--- src/pkg/hci_pkg.sv ---
// constants, types and helpers for the informational and status command block
// ======================================================================
// Function
// - buffer-size answer ends with a two-byte total count of voice packets.
// - every finished command emits a command-complete event unless masked.
// - each answer carries a one-byte status, zero ok, nonzero an error code.
// - country query has no parameters and returns one band-selection byte.
// - country codes 0x00 to 0x03 defined, 0x04 and above reserved.
// - address query returns the 48-bit device address as six bytes.
// - status group commands are decoded under group field 0x05.
// - only the controller updates status values from its own state; here the host reset command also clears a counter.
// - each connection keeps a counter of consecutive flushed contacts.
// - each flush incident raises that connection's counter by one.
// - counter cleared on new connection and on a naming reset command.
// - a nonzero counter clears when a packet on it is acknowledged.
// - handle travels in two bytes, only the low 12 bits meaningful; here all 16 bits must be at most 0x0EFF for a match.
// - handles 0x0000 to 0x0EFF valid, 0x0F00 to 0x0FFF reserved.
// - status group returns received signal strength for a named handle.
// - counter read returns status, echoed handle, then two-byte counter.
package hci_pkg;
  localparam int unsigned NUM_CONN = 8;
  localparam int unsigned SLOT_W = 3;
  localparam int unsigned CNT_W = 16;
  localparam int unsigned HDL_W = 12;
  localparam int unsigned PAY_MAX = 16;
  localparam int unsigned IDX_W = 4;

  localparam logic [5:0] OGF_INFO = 6'h04;
  localparam logic [5:0] OGF_STATUS = 6'h05;
  localparam logic [9:0] OCF_BUF = 10'h005;
  localparam logic [9:0] OCF_COUNTRY = 10'h007;
  localparam logic [9:0] OCF_ADDR = 10'h009;
  localparam logic [9:0] OCF_RD_FCC = 10'h001;
  localparam logic [9:0] OCF_RST_FCC = 10'h002;
  localparam logic [9:0] OCF_RSSI = 10'h005;

  localparam logic [7:0] EVT_CC = 8'h0E;
  localparam logic [7:0] NUM_CMD_PKTS = 8'h01;
  localparam logic [7:0] ST_OK = 8'h00;
  localparam logic [7:0] ST_UNKNOWN = 8'h01;
  localparam logic [7:0] ST_NO_CONN = 8'h02;
  localparam logic [7:0] ST_UNSPEC = 8'h1F;
  localparam logic [7:0] CC_RESERVED = 8'h04;

  localparam logic [15:0] HDL_MAX = 16'h0EFF;
  localparam logic [CNT_W-1:0] CNT_MAX = 16'hFFFF;
  localparam logic [CNT_W-1:0] CNT_ZERO = 16'h0000;

  // buffer figures of this controller build
  localparam logic [15:0] ACL_LEN = 16'h0100;
  localparam logic [7:0] SCO_LEN = 8'h40;
  localparam logic [15:0] ACL_NUM = 16'h0008;
  localparam logic [15:0] SCO_NUM = 16'h0004;

  // byte positions inside the event
  localparam int P_CODE = 0;
  localparam int P_LEN = 1;
  localparam int P_NUM = 2;
  localparam int P_OPL = 3;
  localparam int P_OPH = 4;
  localparam int P_STAT = 5;
  localparam int P_P0 = 6;

  // total event bytes per answer
  localparam logic [IDX_W-1:0] LEN_HDR = 4'h2;
  localparam logic [IDX_W-1:0] LEN_BASE = 4'h6;
  localparam logic [IDX_W-1:0] LEN_BUF = 4'hD;
  localparam logic [IDX_W-1:0] LEN_CC = 4'h7;
  localparam logic [IDX_W-1:0] LEN_ADDR = 4'hC;
  localparam logic [IDX_W-1:0] LEN_HDL = 4'h8;
  localparam logic [IDX_W-1:0] LEN_FCC = 4'hA;
  localparam logic [IDX_W-1:0] LEN_RSSI = 4'h9;
  localparam logic [IDX_W-1:0] IDX_ONE = 4'h1;

  typedef enum logic [3:0] {
    S_IDLE = 4'b0001,
    S_LOOK = 4'b0010,
    S_SEND = 4'b0100,
    S_DRAIN = 4'b1000
  } cmd_state_t;

  function automatic logic is_op(input logic [15:0] op, input logic [5:0] ogf, input logic [9:0] ocf);
    return op == {ogf, ocf};
  endfunction

  function automatic logic handle_ok(input logic [15:0] h);
    return h <= HDL_MAX;
  endfunction
endpackage

--- src/pkg/cnt_if.sv ---
// carrier between the command engine and the contact counter store
`timescale 1ns/100ps
`default_nettype none
interface cnt_if;
  logic [hci_pkg::NUM_CONN-1:0] inc;
  logic [hci_pkg::NUM_CONN-1:0] clr;
  logic [hci_pkg::NUM_CONN-1:0] ack;
  logic [hci_pkg::SLOT_W-1:0] rd_slot;
  logic [hci_pkg::CNT_W-1:0] rd_data;
  modport ctl (output inc, output clr, output ack, output rd_slot, input rd_data);
  modport mem (input inc, input clr, input ack, input rd_slot, output rd_data);
endinterface
`default_nettype wire

--- src/contact_mem.sv ---
// per-connection failed-contact counters with registered read port
`timescale 1ns/100ps
`default_nettype none
module contact_mem (
  input wire logic ref_clk,
  input wire logic sys_rst,
  cnt_if.mem bus
);
  typedef struct packed {
    logic [hci_pkg::NUM_CONN-1:0][hci_pkg::CNT_W-1:0] cnt;
    logic [hci_pkg::CNT_W-1:0] rd;
  } mem_state_t;

  mem_state_t s;
  mem_state_t next_s;

  // ======================================================================
  // counter update
  always_comb
  begin
    next_s = s;
    next_s.rd = s.cnt[bus.rd_slot];
    for (int i = 0; i < hci_pkg::NUM_CONN; i++)
    begin
      if (bus.clr[i])
        next_s.cnt[i] = hci_pkg::CNT_ZERO;
      else if (bus.inc[i])
      begin
        // saturate rather than wrap to zero, which would fake a good link
        if (s.cnt[i] != hci_pkg::CNT_MAX)
          next_s.cnt[i] = s.cnt[i] + 16'h0001;
      end
      else if (bus.ack[i] && s.cnt[i] != hci_pkg::CNT_ZERO)
        next_s.cnt[i] = hci_pkg::CNT_ZERO;
    end
  end

  always_ff @(posedge ref_clk)
  begin
    if (sys_rst)
      s <= '0;
    else
      s <= next_s;
  end

  assign bus.rd_data = s.rd;

  for (genvar g = 0; g < hci_pkg::NUM_CONN; g++)
  begin : chk

  end
endmodule
`default_nettype wire

--- src/hci_info_status.sv ---
// command engine for informational and status-parameter queries
`timescale 1ns/100ps
`default_nettype none
module hci_info_status (
  input wire logic ref_clk,
  input wire logic sys_rst,
  input wire logic cmd_valid,
  input wire logic [15:0] cmd_opcode,
  input wire logic [15:0] cmd_handle,
  input wire logic evt_mask,
  output logic cmd_ready,
  output logic evt_valid,
  output logic [7:0] evt_byte,
  output logic evt_last,
  input wire logic evt_ready,
  input wire logic [hci_pkg::NUM_CONN-1:0] conn_open,
  input wire logic [hci_pkg::NUM_CONN-1:0] conn_close,
  input wire logic [hci_pkg::HDL_W-1:0] conn_new_hdl,
  input wire logic [hci_pkg::NUM_CONN-1:0] flush_evt,
  input wire logic [hci_pkg::NUM_CONN-1:0] ack_evt,
  input wire logic [hci_pkg::NUM_CONN-1:0][7:0] rssi_level,
  input wire logic [7:0] country_sel,
  input wire logic [47:0] dev_addr
);
  typedef struct packed {
    hci_pkg::cmd_state_t st;
    logic ready;
    logic ev_valid;
    logic [7:0] ev_byte;
    logic ev_last;
    logic [15:0] op;
    logic [15:0] hdl;
    logic hit;
    logic [hci_pkg::SLOT_W-1:0] slot;
    logic masked;
    logic [hci_pkg::PAY_MAX-1:0][7:0] pay;
    logic [hci_pkg::IDX_W-1:0] len;
    logic [hci_pkg::IDX_W-1:0] idx;
    logic [hci_pkg::NUM_CONN-1:0] conn_valid;
    logic [hci_pkg::NUM_CONN-1:0][hci_pkg::HDL_W-1:0] conn_hdl;
  } eng_state_t;

  eng_state_t s;
  eng_state_t next_s;
  cnt_if cnt_bus ();
  logic hit_c;
  logic [hci_pkg::SLOT_W-1:0] slot_c;
  logic accept;
  logic op_rd;
  logic op_rst;
  logic op_rssi;

  contact_mem u_mem (
    .ref_clk(ref_clk),
    .sys_rst(sys_rst),
    .bus(cnt_bus.mem)
  );

  // ======================================================================
  // handle lookup and decode
  always_comb
  begin
    hit_c = 1'b0;
    slot_c = '0;
    // reserved handles never match, whatever the table holds
    if (hci_pkg::handle_ok(cmd_handle))
    begin
      for (int i = 0; i < hci_pkg::NUM_CONN; i++)
      begin
        if (!hit_c && s.conn_valid[i] && s.conn_hdl[i] == cmd_handle[hci_pkg::HDL_W-1:0])
        begin
          hit_c = 1'b1;
          slot_c = i[hci_pkg::SLOT_W-1:0];
        end
      end
    end
  end

  assign accept = s.ready && cmd_valid;
  assign op_rd = hci_pkg::is_op(s.op, hci_pkg::OGF_STATUS, hci_pkg::OCF_RD_FCC);
  assign op_rst = hci_pkg::is_op(s.op, hci_pkg::OGF_STATUS, hci_pkg::OCF_RST_FCC);
  assign op_rssi = hci_pkg::is_op(s.op, hci_pkg::OGF_STATUS, hci_pkg::OCF_RSSI);

  // counters move only on link events and the reset command
  assign cnt_bus.inc = flush_evt;
  assign cnt_bus.ack = ack_evt;
  assign cnt_bus.rd_slot = (s.st == hci_pkg::S_IDLE) ? slot_c : s.slot;

  always_comb
  begin
    cnt_bus.clr = conn_open;
    if (accept && hit_c && hci_pkg::is_op(cmd_opcode, hci_pkg::OGF_STATUS, hci_pkg::OCF_RST_FCC))
      cnt_bus.clr[slot_c] = 1'b1;
  end

  // ======================================================================
  // engine
  always_comb
  begin
    next_s = s;
    for (int i = 0; i < hci_pkg::NUM_CONN; i++)
    begin
      if (conn_close[i])
        next_s.conn_valid[i] = 1'b0;
      if (conn_open[i])
      begin
        next_s.conn_valid[i] = 1'b1;
        next_s.conn_hdl[i] = conn_new_hdl;
      end
    end
    unique case (s.st)
      hci_pkg::S_IDLE:
      begin
        if (accept)
        begin
          next_s.op = cmd_opcode;
          next_s.hdl = cmd_handle;
          next_s.hit = hit_c;
          next_s.slot = slot_c;
          next_s.masked = evt_mask;
          next_s.ready = 1'b0;
          next_s.st = hci_pkg::S_LOOK;
        end
      end
      hci_pkg::S_LOOK:
      begin
        next_s.pay = '0;
        next_s.pay[hci_pkg::P_CODE] = hci_pkg::EVT_CC;
        next_s.pay[hci_pkg::P_NUM] = hci_pkg::NUM_CMD_PKTS;
        next_s.pay[hci_pkg::P_OPL] = s.op[7:0];
        next_s.pay[hci_pkg::P_OPH] = s.op[15:8];
        next_s.pay[hci_pkg::P_STAT] = hci_pkg::ST_UNKNOWN;
        next_s.len = hci_pkg::LEN_BASE;
        if (hci_pkg::is_op(s.op, hci_pkg::OGF_INFO, hci_pkg::OCF_BUF))
        begin
          next_s.pay[hci_pkg::P_STAT] = hci_pkg::ST_OK;
          next_s.pay[hci_pkg::P_P0] = hci_pkg::ACL_LEN[7:0];
          next_s.pay[hci_pkg::P_P0+1] = hci_pkg::ACL_LEN[15:8];
          next_s.pay[hci_pkg::P_P0+2] = hci_pkg::SCO_LEN;
          next_s.pay[hci_pkg::P_P0+3] = hci_pkg::ACL_NUM[7:0];
          next_s.pay[hci_pkg::P_P0+4] = hci_pkg::ACL_NUM[15:8];
          next_s.pay[hci_pkg::P_P0+5] = hci_pkg::SCO_NUM[7:0];
          next_s.pay[hci_pkg::P_P0+6] = hci_pkg::SCO_NUM[15:8];
          next_s.len = hci_pkg::LEN_BUF;
        end
        else if (hci_pkg::is_op(s.op, hci_pkg::OGF_INFO, hci_pkg::OCF_COUNTRY))
        begin
          // a reserved strap is reported as a failure, never passed on
          if (country_sel < hci_pkg::CC_RESERVED)
          begin
            next_s.pay[hci_pkg::P_STAT] = hci_pkg::ST_OK;
            next_s.pay[hci_pkg::P_P0] = country_sel;
          end
          else
            next_s.pay[hci_pkg::P_STAT] = hci_pkg::ST_UNSPEC;
          next_s.len = hci_pkg::LEN_CC;
        end
        else if (hci_pkg::is_op(s.op, hci_pkg::OGF_INFO, hci_pkg::OCF_ADDR))
        begin
          next_s.pay[hci_pkg::P_STAT] = hci_pkg::ST_OK;
          for (int k = 0; k < 6; k++)
            next_s.pay[hci_pkg::P_P0+k] = dev_addr[8*k +: 8];
          next_s.len = hci_pkg::LEN_ADDR;
        end
        else if (op_rd || op_rst || op_rssi)
        begin
          next_s.pay[hci_pkg::P_P0] = s.hdl[7:0];
          next_s.pay[hci_pkg::P_P0+1] = s.hdl[15:8];
          next_s.len = hci_pkg::LEN_HDL;
          next_s.pay[hci_pkg::P_STAT] = s.hit ? hci_pkg::ST_OK : hci_pkg::ST_NO_CONN;
          if (s.hit && op_rd)
          begin
            next_s.pay[hci_pkg::P_P0+2] = cnt_bus.rd_data[7:0];
            next_s.pay[hci_pkg::P_P0+3] = cnt_bus.rd_data[15:8];
            next_s.len = hci_pkg::LEN_FCC;
          end
          if (s.hit && op_rssi)
          begin
            next_s.pay[hci_pkg::P_P0+2] = rssi_level[s.slot];
            next_s.len = hci_pkg::LEN_RSSI;
          end
        end
        next_s.pay[hci_pkg::P_LEN] = {4'h0, next_s.len - hci_pkg::LEN_HDR};
        next_s.idx = '0;
        if (s.masked)
        begin
          next_s.ready = 1'b1;
          next_s.st = hci_pkg::S_IDLE;
        end
        else
          next_s.st = hci_pkg::S_SEND;
      end
      hci_pkg::S_SEND:
      begin
        if (!s.ev_valid || evt_ready)
        begin
          next_s.ev_valid = 1'b1;
          next_s.ev_byte = s.pay[s.idx];
          next_s.ev_last = (s.idx == s.len - hci_pkg::IDX_ONE);
          next_s.idx = s.idx + hci_pkg::IDX_ONE;
          if (s.idx == s.len - hci_pkg::IDX_ONE)
            next_s.st = hci_pkg::S_DRAIN;
        end
      end
      hci_pkg::S_DRAIN:
      begin
        if (evt_ready)
        begin
          next_s.ev_valid = 1'b0;
          next_s.ev_last = 1'b0;
          next_s.ready = 1'b1;
          next_s.st = hci_pkg::S_IDLE;
        end
      end
    endcase
  end

  always_ff @(posedge ref_clk)
  begin
    if (sys_rst)
    begin
      s <= '0;
      s.st <= hci_pkg::S_IDLE;
      s.ready <= 1'b1;
    end
    else
      s <= next_s;
  end

  assign cmd_ready = s.ready;
  assign evt_valid = s.ev_valid;
  assign evt_byte = s.ev_byte;
  assign evt_last = s.ev_last;
endmodule
`default_nettype wire
--- config.mk ---
export PLATFORM = sky130hd
export DESIGN_NAME = hci_info_status
export DESIGN_NICKNAME = d
export VERILOG_FILES = /design/src/pkg/hci_pkg.sv /design/src/pkg/cnt_if.sv /design/src/contact_mem.sv /design/src/hci_info_status.sv
export SDC_FILE = /design/constraint.sdc
export NUM_CORES = 1
export LEC_CHECK = 0
export BUFFER_PORTS_ARGS = -buffer_cell sky130_fd_sc_hd__buf_2
export CAP_MARGIN = 20
export CORE_ASPECT_RATIO = 1.2
export CORE_MARGIN = 1
export CORE_UTILIZATION = 45
export DETAILED_ROUTE_END_ITERATION = 6
export HOLD_SLACK_MARGIN = 0.15
export PLACE_DENSITY_LB_ADDON = 0.3
export SYNTH_ARGS = -nofsm -noshare
export SYNTH_HDL_FRONTEND = slang
export SYNTH_SLANG_ARGS = --single-unit
--- constraint.sdc ---
create_clock -name ref_clk -period 3.65 [get_ports ref_clk]
set_input_delay 0.73 -clock ref_clk [delete_from_list [all_inputs] [get_ports ref_clk]]
set_output_delay 0.73 -clock ref_clk [all_outputs]
set_load 0.02 [all_outputs]
==> key figures, run 1 <==
Status
  – Outcome: complete, but fails checks
  – Failing checks: design-rule violations

Floorplan
  – Die W: approximately 190 um
  – Rows: 83
  – Initial Util: between 40% and 50%
  – Die height: ~230 um
  – # IOs: 212
  – Die area: 44,800 um^2
  – Core Box Area: roughly 43,000 um^2

STA
  – Fin crit share: 95.9%
  – Tmin final: 3500 ps
  – Worst slew pin tran: between 1000 and 1500 ps
  – Clk_skew: approximately 23 ps
  – FMAX: ~290 MHz
  – Final hold violation count: 0
  – RSZ-0062 raised after global routing: no
  – Setup Viol. Count Final: 0
  – Fin worst setup slack: 150 ps
  – Max-slew headroom: 31.7%
  – Final Max Slew Viols: 0

Critical path
  – Worst Reg-to-Reg Cells: 10
  – Critical path data required time: 4080 ps
  – Most frequent CP cell: buf_4
  – Critical path's slowest cell: nor3_2
  – Crit path DAT: 3930 ps
  – Worst setup EP type: flop
  – Setup CP Type: in2reg
  – FF-to-FF End: u_mem.bus.rd_data[0]
  – R2r setup slk: 390 ps
  – Slowest stage delay, CP: 670 ps
  – Crit Path Max Fanout: 15
  – RR Startpoint: s[37]
  – Critical Path Source: cmd_handle[9]
  – Critical path, cell by cell: buf_2 > buf_4 > xnor2_1 > nand4_1 > nor4_1 > buf_4 > a21o_1 > a32oi_1 > buf_4 > nor3_2 > a211oi_1 > nor4_1
  – Startpoint Class: primary input

CTS
  – CTS Root Buffer Type: clkbuf_16
  – CTS Buffer Depth: 3
  – CTS tree: built
  – Cts hold-fix bufs: 0
  – Setup bufs post-CTS: 0
  – Total CTS buffers: 41
  – Post_cts resized: 0
  – Clock Latency Late Sink: 560 ps
  – Sink Count: 379
  – H-Tree Depth: 2
  – Clock-pin slew on the worst setup and hold paths: 60 ps

Logic synthesis
  – Top-count cell post-synth: dfxtp_1
  – Synthesized area: roughly 20,000 um^2
  – Syn nets: roughly 2,600
  – Synth cell types: between 70 and 80
  – FFs w/ async S/R, synth: 0%
  – Area leader, netlist: dfxtp_1
  – Dominant cells by area after synthesis: dfxtp_1 38%, xnor2_1 6.8%, nor2_1 6.0%
  – Mapped Avg Cell Area: 8.39 um^2
  – Top_reg_cell synth: dfxtp_1
  – Synthesis Warnings: 0
  – Share of the synthesized area in the top cell type: 38.4%
  – EDFF count, synth: 0
  – Synth Register Bits: ~380
  – Synth cell count leaders: 379 x dfxtp_1, 318 x nor2_1, 242 x nand2_1
  – Sequential area share after synthesis: between 30% and 40%
  – Synth Instances: 2,358

Global routing
  – Vias in the first global route: 17,300
  – Initial antenna violation count: 2
  – GRT Total Usage: 27.6%
  – First-pass GRT wire length: 98.0 mm
  – Gr ovfl total: 0
  – Largest net degree at the start of global routing: 139

Route
  – DRC Markers: 26
  – Vias: around 18,000
  – Vias/cell: 5.80
  – First-pass iteration count of the detailed router: 7
  – Routed Antenna Nets: 0
  – Drt wl/cell: 20.2 um
  – Total Wirelength: roughly 63 mm
  – Iteration-0 DRC count of the detailed router: 1,478

Min path
  – Hold crit path type: in2reg
  – Min-Delay Path Depth: 2
  – Worst Hold Launch: dev_addr[37]
  – Hold path endpoint: s[197]

Run
  – Max cap viols: 0

Power
  – Total power: 9.44 mW
  – Maximum VDD drop: 0.235 mV
  – Power Dens Cells: 414 nW/um^2
  – P_leak: 8.38 nW

Place
  – GP Congestion: 0.949
  – Post-Place Worst Slack: -182 ps
  – I/O Buffers: 211
  – Post-DP HPWL: 47.4 mm

Cells and area
  – Ratio of cells with drive above 1 in the final layout: 16.8%
  – P&R area growth vs syn: 15.3%
  – # nets final: 2,746
  – Filler cells: 4,026
[sequential cells by signal (all words and copies together) (netlist names)]
register / cells
u_mem.s: 128
s: 224
cmd_ready: 1
evt_last: 1
evt_valid: 1
evt_byte: 8
u_mem.bus.rd_data: 16
[routing by layer]
metal  vias up  GRT usage (%)  wire (um)
li1       8636              -          -
met1      8641           34.8      26500
met2       614           47.1      30000
met3       129           3.62       3350
met4         0           12.5       2730
met5         -              0          0
[cell usage in the layout (no fill, tap or decap), drive strengths merged, types with 10 or more instances in the layout]
master and instances:
a211oi 25, and2 26, a21oi 186, xnor2 154
a31oi 11, o211ai 19, xor2 34, nand4 49
ha 20, and4 11, nand3 70, nand2 242
a32o 16, or4 10, a22oi 28, mux4 29
nor4 51, o31ai 48, o21ai 65, nor4b 13
nor3 44, nand3b 13, buf 297, a22o 29
mux2i 104, inv 89, dfxtp 379, nor2 319
and3 15, clkbuf 58
[worst max-delay path by stage]
stage	end	slack [ps]	depth (start not counted)
after floorplan	u_mem.s[28]	670	11
after global placement	u_mem.bus.rd_data[4]	-70	12
after detailed placement	u_mem.bus.rd_data[0]	-180	12
after CTS	u_mem.bus.rd_data[0]	320	12
after global routing	u_mem.bus.rd_data[0]	80	12
final	u_mem.bus.rd_data[0]	150	12
[metrics by stage]
step	hold slack [ps]	cell area, um^2	utilization (%)	TNS [ps]	cells
after floorplan	420	19800	-	0	2358
after global placement	433	21400	49.7	-875	3032
after detailed placement	446	21400	49.7	-1660	3032
after CTS	356	22800	52.9	0	3104
after global routing	368	22800	52.9	0	3107
final	381	22800	52.9	0	3107
[kinds of logic (layout without fill, tap and decap cells)]
logic type      after synthesis  count (layout)  synth area share, %
simple gates                899             899                 21.4
compound gates              473             473                 16.0
flops                       379             379                 38.4
buf+inv                     260             456                 5.79
xor+xnor                    188             188                 8.33
mux                         139             139                 8.91
fa+ha+maj                    20              20                 1.27
other cells                   0               1                    0
[layout make-up]
class                           count  area, um^2  area share (%)
Antenna cell                        1        2.50          0.0110
Clock buffer                       58        1160            5.08
Clock inverter                     14         181           0.795
Inverter                           87         327            1.43
Multi-Input combinational cell   1719       11100            48.5
Sequential cell                   379        7590            33.3
Tap cell                          552         691            3.03
Timing Repair Buffer              297        1800            7.88
[worst max-delay path, delay by kind of cell]
kind,cells,cell delay [ps]
buffers and inverters,4,890
AND/OR/NAND/NOR,4,1710
XOR/XNOR,1,140
AO/OA/AOI/OAI,3,450
[power breakdown]
| group | internal [mW] | switching (mW) |
|---|---|---|
| registers | 4.26 | 0.104 |
| logic | 0.377 | 0.539 |
| clock network | 2.44 | 1.72 |
Power figures use the tool's default switching activity.
==> run 2: changes to the inputs <==
Settings changed: GPL_TIMING_DRIVEN set to 0, MAX_ROUTING_LAYER set to met4.
==> key figures, run 2 (synthesis results as in run 1) <==
Cells and area
  – Fin cells: 3,166 (was 3,107)
  – Leading cell type in the layout, fill and taps excluded: dfxtp_1 (unchanged)
  – Post-layout util: 53.1% (was 52.9%)
  – Max FFs per register: 224 (unchanged)
  – # nets final: 2,802 (was 2,746)
  – Most frequent cells in the layout: 379 x dfxtp_1, 318 x nor2_1, 242 x nand2_1 (was 379 x dfxtp_1, 316 x nor2_1, 242 x nand2_1)
  – Ratio of cells with drive above 1 in the final layout: 14.0% (was 16.8%)
  – P&R area growth vs syn: 15.6% (was 15.3%)
  – Largest Register: s (unchanged)

Route
  – Vias/cell: 5.84 (was 5.80)
  – Routed Antenna Nets: 0 (unchanged)
  – Vias: 18,500 (was 18,000)
  – Iteration-0 DRC count of the detailed router: 1,505 (was 1,478)
  – Total Wirelength: 65.4 mm (was 62.6 mm)
  – Drt wl/cell: 20.7 um (was 20.2 um)
  – DRC Markers: 27 (was 26)
  – First-pass iteration count of the detailed router: 7 (unchanged)

CTS
  – CTS Buffer Depth: 3 (unchanged)
  – Sink Count: 379 (unchanged)
  – CTS Root Buffer Type: clkbuf_16 (unchanged)
  – H-Tree Depth: 2 (unchanged)
  – CTS tree: built (unchanged)
  – Total CTS buffers: 41 (unchanged)
  – Clock Latency Late Sink: 560 ps (about the same)
  – Setup bufs post-CTS: 0 (unchanged)
  – Clock-pin slew on the worst setup and hold paths: 60 ps (about the same)

Power
  – Power Dens Cells: 425 nW/um^2 (was 414 nW/um^2)
  – Maximum VDD drop: 0.266 mV (was 0.235 mV)
  – P_leak: 8.23 nW (was 8.38 nW)

Critical path
  – Crit path DAT: 3910 ps (was 3930 ps)
  – Startpoint Class: primary input (unchanged)
  – Crit Path Max Fanout: 10 (was 15)
  – Critical path data required time: 4040 ps (was 4080 ps)
  – FF-to-FF End: u_mem.bus.rd_data[3] (was u_mem.bus.rd_data[0])
  – R2r setup slk: 170 ps (was 390 ps)
  – Worst Reg-to-Reg Cells: 10 (unchanged)
  – Worst setup EP type: flop (unchanged)
  – Setup CP Type: in2reg (unchanged)
  – RR Startpoint: s[10] (was s[37])

STA
  – FMAX: 284 MHz (was 286 MHz)
  – Fin worst setup slack: 128 ps (was 150 ps)
  – Final Max Slew Viols: 0 (unchanged)
  – Setup Viol. Count Final: 0 (unchanged)
  – Clk_skew: 13.6 ps (was 23.1 ps)
  – Worst slew pin tran: 1040 ps (was 1020 ps)
  – Post-route setup TNS: 0 ps (unchanged)
  – Worst hold margin: 380 ps (was 381 ps)
  – RSZ-0062 raised after global routing: no (unchanged)
  – Fin crit share: 96.5% (was 95.9%)
  – Max-slew headroom: 30.2% (was 31.7%)
  – Tmin final: 3520 ps (was 3500 ps)
  – Final hold violation count: 0 (unchanged)

Place
  – Placed cells: 3,089 (was 3,032)
  – Post-DP HPWL: 50.0 mm (was 47.4 mm)
  – GP Congestion: 1.05 (was 0.949)
  – I/O Buffers: 178 (was 211)
  – Post-Place Worst Slack: -689 ps (was -182 ps)

Status
  – Outcome: complete, but fails checks (unchanged)
  – Failing checks: design-rule violations (unchanged)

Floorplan
  – Core Box Area: 43,100 um^2 (unchanged)
  – Die height: 232 um (unchanged)
  – Initial Util: 45.9% (unchanged)
  – Die area: 44,800 um^2 (unchanged)
  – Rows: 83 (unchanged)
  – # IOs: 212 (unchanged)
  – Die W: 193 um (unchanged)

Min path
  – Hold crit path type: in2reg (unchanged)
  – Hold path endpoint: s[198] (was s[197])
  – Min-Delay Path Depth: 2 (unchanged)
  – Worst Hold Launch: dev_addr[38] (was dev_addr[37])

Run
  – Max cap viols: 0 (unchanged)

Global routing
  – Vias in the first global route: 18,100 (was 17,300)
  – Gr ovfl total: 0 (unchanged)
  – Largest net degree at the start of global routing: 15 (was 139)
  – GRT Total Usage: 29.7% (was 27.6%)
  – Initial antenna violation count: 4 (was 2)
  – First-pass GRT wire length: 101 mm (was 98.0 mm)
-- run 2: area by class of cell --
class / count / area [um^2]
Tap cell: 552 / 691
Fill cell: 4034 / 20200
Clock buffer: 53 / 1160
Multi-Input combinational cell: 1719 / 11100
Inverter: 87 / 327
Antenna cell: 3 / 7.51
Buffer: 173 / 818
Sequential cell: 379 / 7590
Timing Repair Buffer: 180 / 901
Clock inverter: 20 / 267
-- run 2: repair_timing --
item / 4_1_cts / 5_1_grt
endpoints found under the setup margin: 8 / 7
hold buffers: 0 / 0
cloned: 0 / 0
gates resized for setup: 2 / 7
-- run 2: power breakdown --
| group | internal, mW | switching, mW |
|---|---|---|
| Sequential | 4.26 | 0.0996 |
| Clock | 2.62 | 1.79 |
| Combinational | 0.366 | 0.573 |
-- run 2: worst max-delay path by stage --
stage                         startpoint                   end  slack, ps  cells past startpoint
after global placement    cmd_handle[11]  u_mem.bus.rd_data[8]       -850                     11
after floorplan            cmd_handle[4]           u_mem.s[28]        670                     11
after global routing      cmd_handle[11]  u_mem.bus.rd_data[8]         70                     11
after detailed placement   cmd_handle[9]  u_mem.bus.rd_data[8]       -690                     11
final                     cmd_handle[11]  u_mem.bus.rd_data[6]        130                     11
after CTS                         s[291]  u_mem.bus.rd_data[8]         80                      7
-- run 2: per-stage QoR --
stage	cell area (um^2)	power, mW
4_1_cts	22800	9.75
2_1_floorplan	19800	5.02
3_3_place_gp	21400	5.34
5_1_grt	22900	10.0
6_report	22900	9.71
3_5_place_dp	21400	5.37
-- run 2: critical path: stages --
cell and delay, ps:
buf_4 230, xnor2_1 170, nand4_1 190, or4_1 540
o21ai_1 190, a32oi_1 170, o21ai_1 370, buf_2 320
buf_1 350, a21oi_1 140, nor4_1 480
-- run 2: per-layer routing --
metal / routed length (um) / GRT usage, % / part of all wire, %
met2: 31600 / 50.3 / 48
met3: 4340 / 4.45 / 6.6
met5: 0 / - / 0
met4: 3510 / 16.2 / 5.4
met1: 26000 / 33.9 / 40
==> run 3: changes to the inputs <==
Clock period 3.65 ns to 4.1 ns, I/O delays scaled along.
==> key figures, run 3 (synthesis results as in run 1) <==
Route
  – Metal-1 WL: 26.2 mm (was 26.0 mm)
  – Vias/cell: 5.83 (was 5.84)
  – Vias: 18,500 (about the same)
  – Routed Antenna Nets: 0 (unchanged)
  – Iteration-0 DRC count of the detailed router: 1,451 (was 1,505)
  – Routed met3 length: 4.15 mm (was 4.34 mm)
  – Total Wirelength: 65.4 mm (about the same)
  – Top Layer Used: met4 (unchanged)
  – DRC Markers: 55 (was 27)
  – First-pass iteration count of the detailed router: 7 (unchanged)
  – Met2 WL: 31.5 mm (was 31.6 mm)
  – Drt wl/cell: 20.6 um (was 20.7 um)

Global routing
  – Vias in the first global route: 18,100 (about the same)
  – Largest net degree at the start of global routing: 15 (unchanged)
  – GRT Total Usage: 29.7% (about the same)
  – First-pass GRT wire length: 101 mm (about the same)
  – Initial antenna violation count: 4 (unchanged)
  – Gr ovfl total: 0 (unchanged)

STA
  – Setup Viol. Count Final: 0 (unchanged)
  – FMAX: 250 MHz
  – Worst slew pin tran: 1090 ps (was 1040 ps)
  – Final Max Slew Viols: 0 (unchanged)
  – Final hold violation count: 0 (unchanged)
  – Max-slew headroom: 26.5% (was 30.2%)
  – Clk_skew: 15.8 ps (was 13.6 ps)
  – Fin crit share: a little over nine tenths
  – RSZ-0062 raised after global routing: no (unchanged)
  – Tmin final: 3990 ps

Place
  – GP Congestion: 1.05 (unchanged)
  – I/O Buffers: 178 (unchanged)
  – Placed cell areas: 21,400 um^2 (unchanged)
  – Post-DP HPWL: 50.0 mm (unchanged)

Power
  – P_leak: 8.22 nW (was 8.23 nW)
  – Total power: 8.64 mW (was 9.71 mW)
  – Power Dens Cells: 379 nW/um^2 (was 425 nW/um^2)
  – Maximum VDD drop: 0.236 mV (was 0.266 mV)

Cells and area
  – P&R area growth vs syn: 15.3% (was 15.6%)
  – # nets final: 2,802 (unchanged)
  – Most frequent cells in the layout: 379 x dfxtp_1, 318 x nor2_1, 242 x nand2_1 (unchanged)
  – Largest Register: s (unchanged)
  – Ratio of cells with drive above 1 in the final layout: 13.6% (was 14.0%)
  – Max FFs per register: 224 (unchanged)
  – Leading cell type in the layout, fill and taps excluded: dfxtp_1 (unchanged)
  – Post-route cell area: 22,800 um^2 (was 22,900 um^2)

Min path
  – Min-Delay Path Depth: 2 (unchanged)
  – Worst Hold Launch: s[258] (was dev_addr[38])
  – Hold crit path type: reg2reg (was in2reg)
  – Hold path endpoint: s[173] (was s[198])

Floorplan
  – Die W: 193 um (unchanged)
  – # IOs: 212 (unchanged)
  – Die area: 44,800 um^2 (unchanged)
  – Core Box Area: 43,100 um^2 (unchanged)
  – Rows: 83 (unchanged)
  – Die height: 232 um (unchanged)
  – Initial Util: 45.9% (unchanged)

Critical path
  – Setup CP Type: in2reg (unchanged)
  – Startpoint Class: primary input (unchanged)
  – Crit Path Max Fanout: 10 (unchanged)
  – Crit path DAT: 4370 ps (was 3910 ps)
  – Critical path data required time: 4480 ps (was 4040 ps)
  – RR Startpoint: s[46] (was s[10])
  – Worst Reg-to-Reg Cells: 10 (unchanged)
  – Worst setup EP type: flop (unchanged)
  – R2r setup slk: 250 ps (was 170 ps)
  – FF-to-FF End: u_mem.bus.rd_data[8] (was u_mem.bus.rd_data[3])

Status
  – Failing checks: design-rule violations (unchanged)
  – Outcome: complete, but fails checks (unchanged)

CTS
  – CTS tree: built (unchanged)
  – H-Tree Depth: 2 (unchanged)
  – Cts hold-fix bufs: 0 (unchanged)
  – Clock Latency Late Sink: 570 ps (was 560 ps)
  – Setup bufs post-CTS: 0 (unchanged)
  – CTS Root Buffer Type: clkbuf_16 (unchanged)
  – Sink Count: 379 (unchanged)
  – Total CTS buffers: 41 (unchanged)
  – Clock-pin slew on the worst setup and hold paths: 60 ps (about the same)
  – CTS Buffer Depth: 3 (unchanged)
  – Post_cts resized: 0 (was 2)

Run
  – Max cap viols: 0 (unchanged)
==> run 3: critical path, stage by stage <==
cell and delay, ps:
buf_4 220, xnor2_1 150, nand4_1 120, nor4_1 910
a21o_1 250, a32oi_1 110, o21ai_1 370, buf_2 320
buf_1 350, a21oi_1 160, nor4_1 590
==> run 3: through the flow <==
step,TNS [ps],cells,setup WS (ps),hold WS (ps),util (%)
2_1_floorplan,0,2358,1030,420,-
3_3_place_gp,-5010,3088,-486,440,49.6
3_5_place_dp,-2730,3089,-329,447,49.6
4_1_cts,0,3162,233,455,52.9
5_1_grt,0,3166,44.2,464,52.9
6_report,0,3167,107,452,52.9
==> run 3: layer usage <==
| metal | up-vias | global-route usage (%) |
|---|---|---|
| met3 | 169 | 4.45 |
| met5 | - | - |
| met2 | 760 | 50.3 |
| li1 | 8750 | - |
| met4 | 0 | 16.2 |
| met1 | 8789 | 33.9 |
==> run 3: worst max path at each step <==
stage / startpoint / endpoint / cells after the start / slack, ps
floorplan: cmd_handle[4] / u_mem.s[28] / 11 / 1030
global placement: cmd_handle[11] / u_mem.bus.rd_data[8] / 11 / -490
detailed placement: cmd_handle[9] / u_mem.bus.rd_data[8] / 11 / -330
CTS: cmd_handle[9] / u_mem.bus.rd_data[8] / 11 / 230
global route: cmd_handle[2] / u_mem.bus.rd_data[7] / 11 / 40
finish: cmd_handle[9] / u_mem.bus.rd_data[8] / 11 / 110
==> run 3: cell type report <==
type                    instances  area (um^2)
multi-input cells            1719        11100
plain buffers                 173          818
fillers                      4041        20300
inverters                      87          327
well taps                     552          691
clock buffers                  53         1160
diodes                          4         10.0
flip-flops and latches        379         7590
clock inverters                20          267
repair buffers                180          901
==> run 3: power breakdown <==
group	leakage [nW]	total (mW)	switching [mW]	internal [mW]
sequential	3.08	3.88	0.0886	3.79
clock	0.705	3.93	1.60	2.33
combinational	4.43	0.834	0.509	0.326
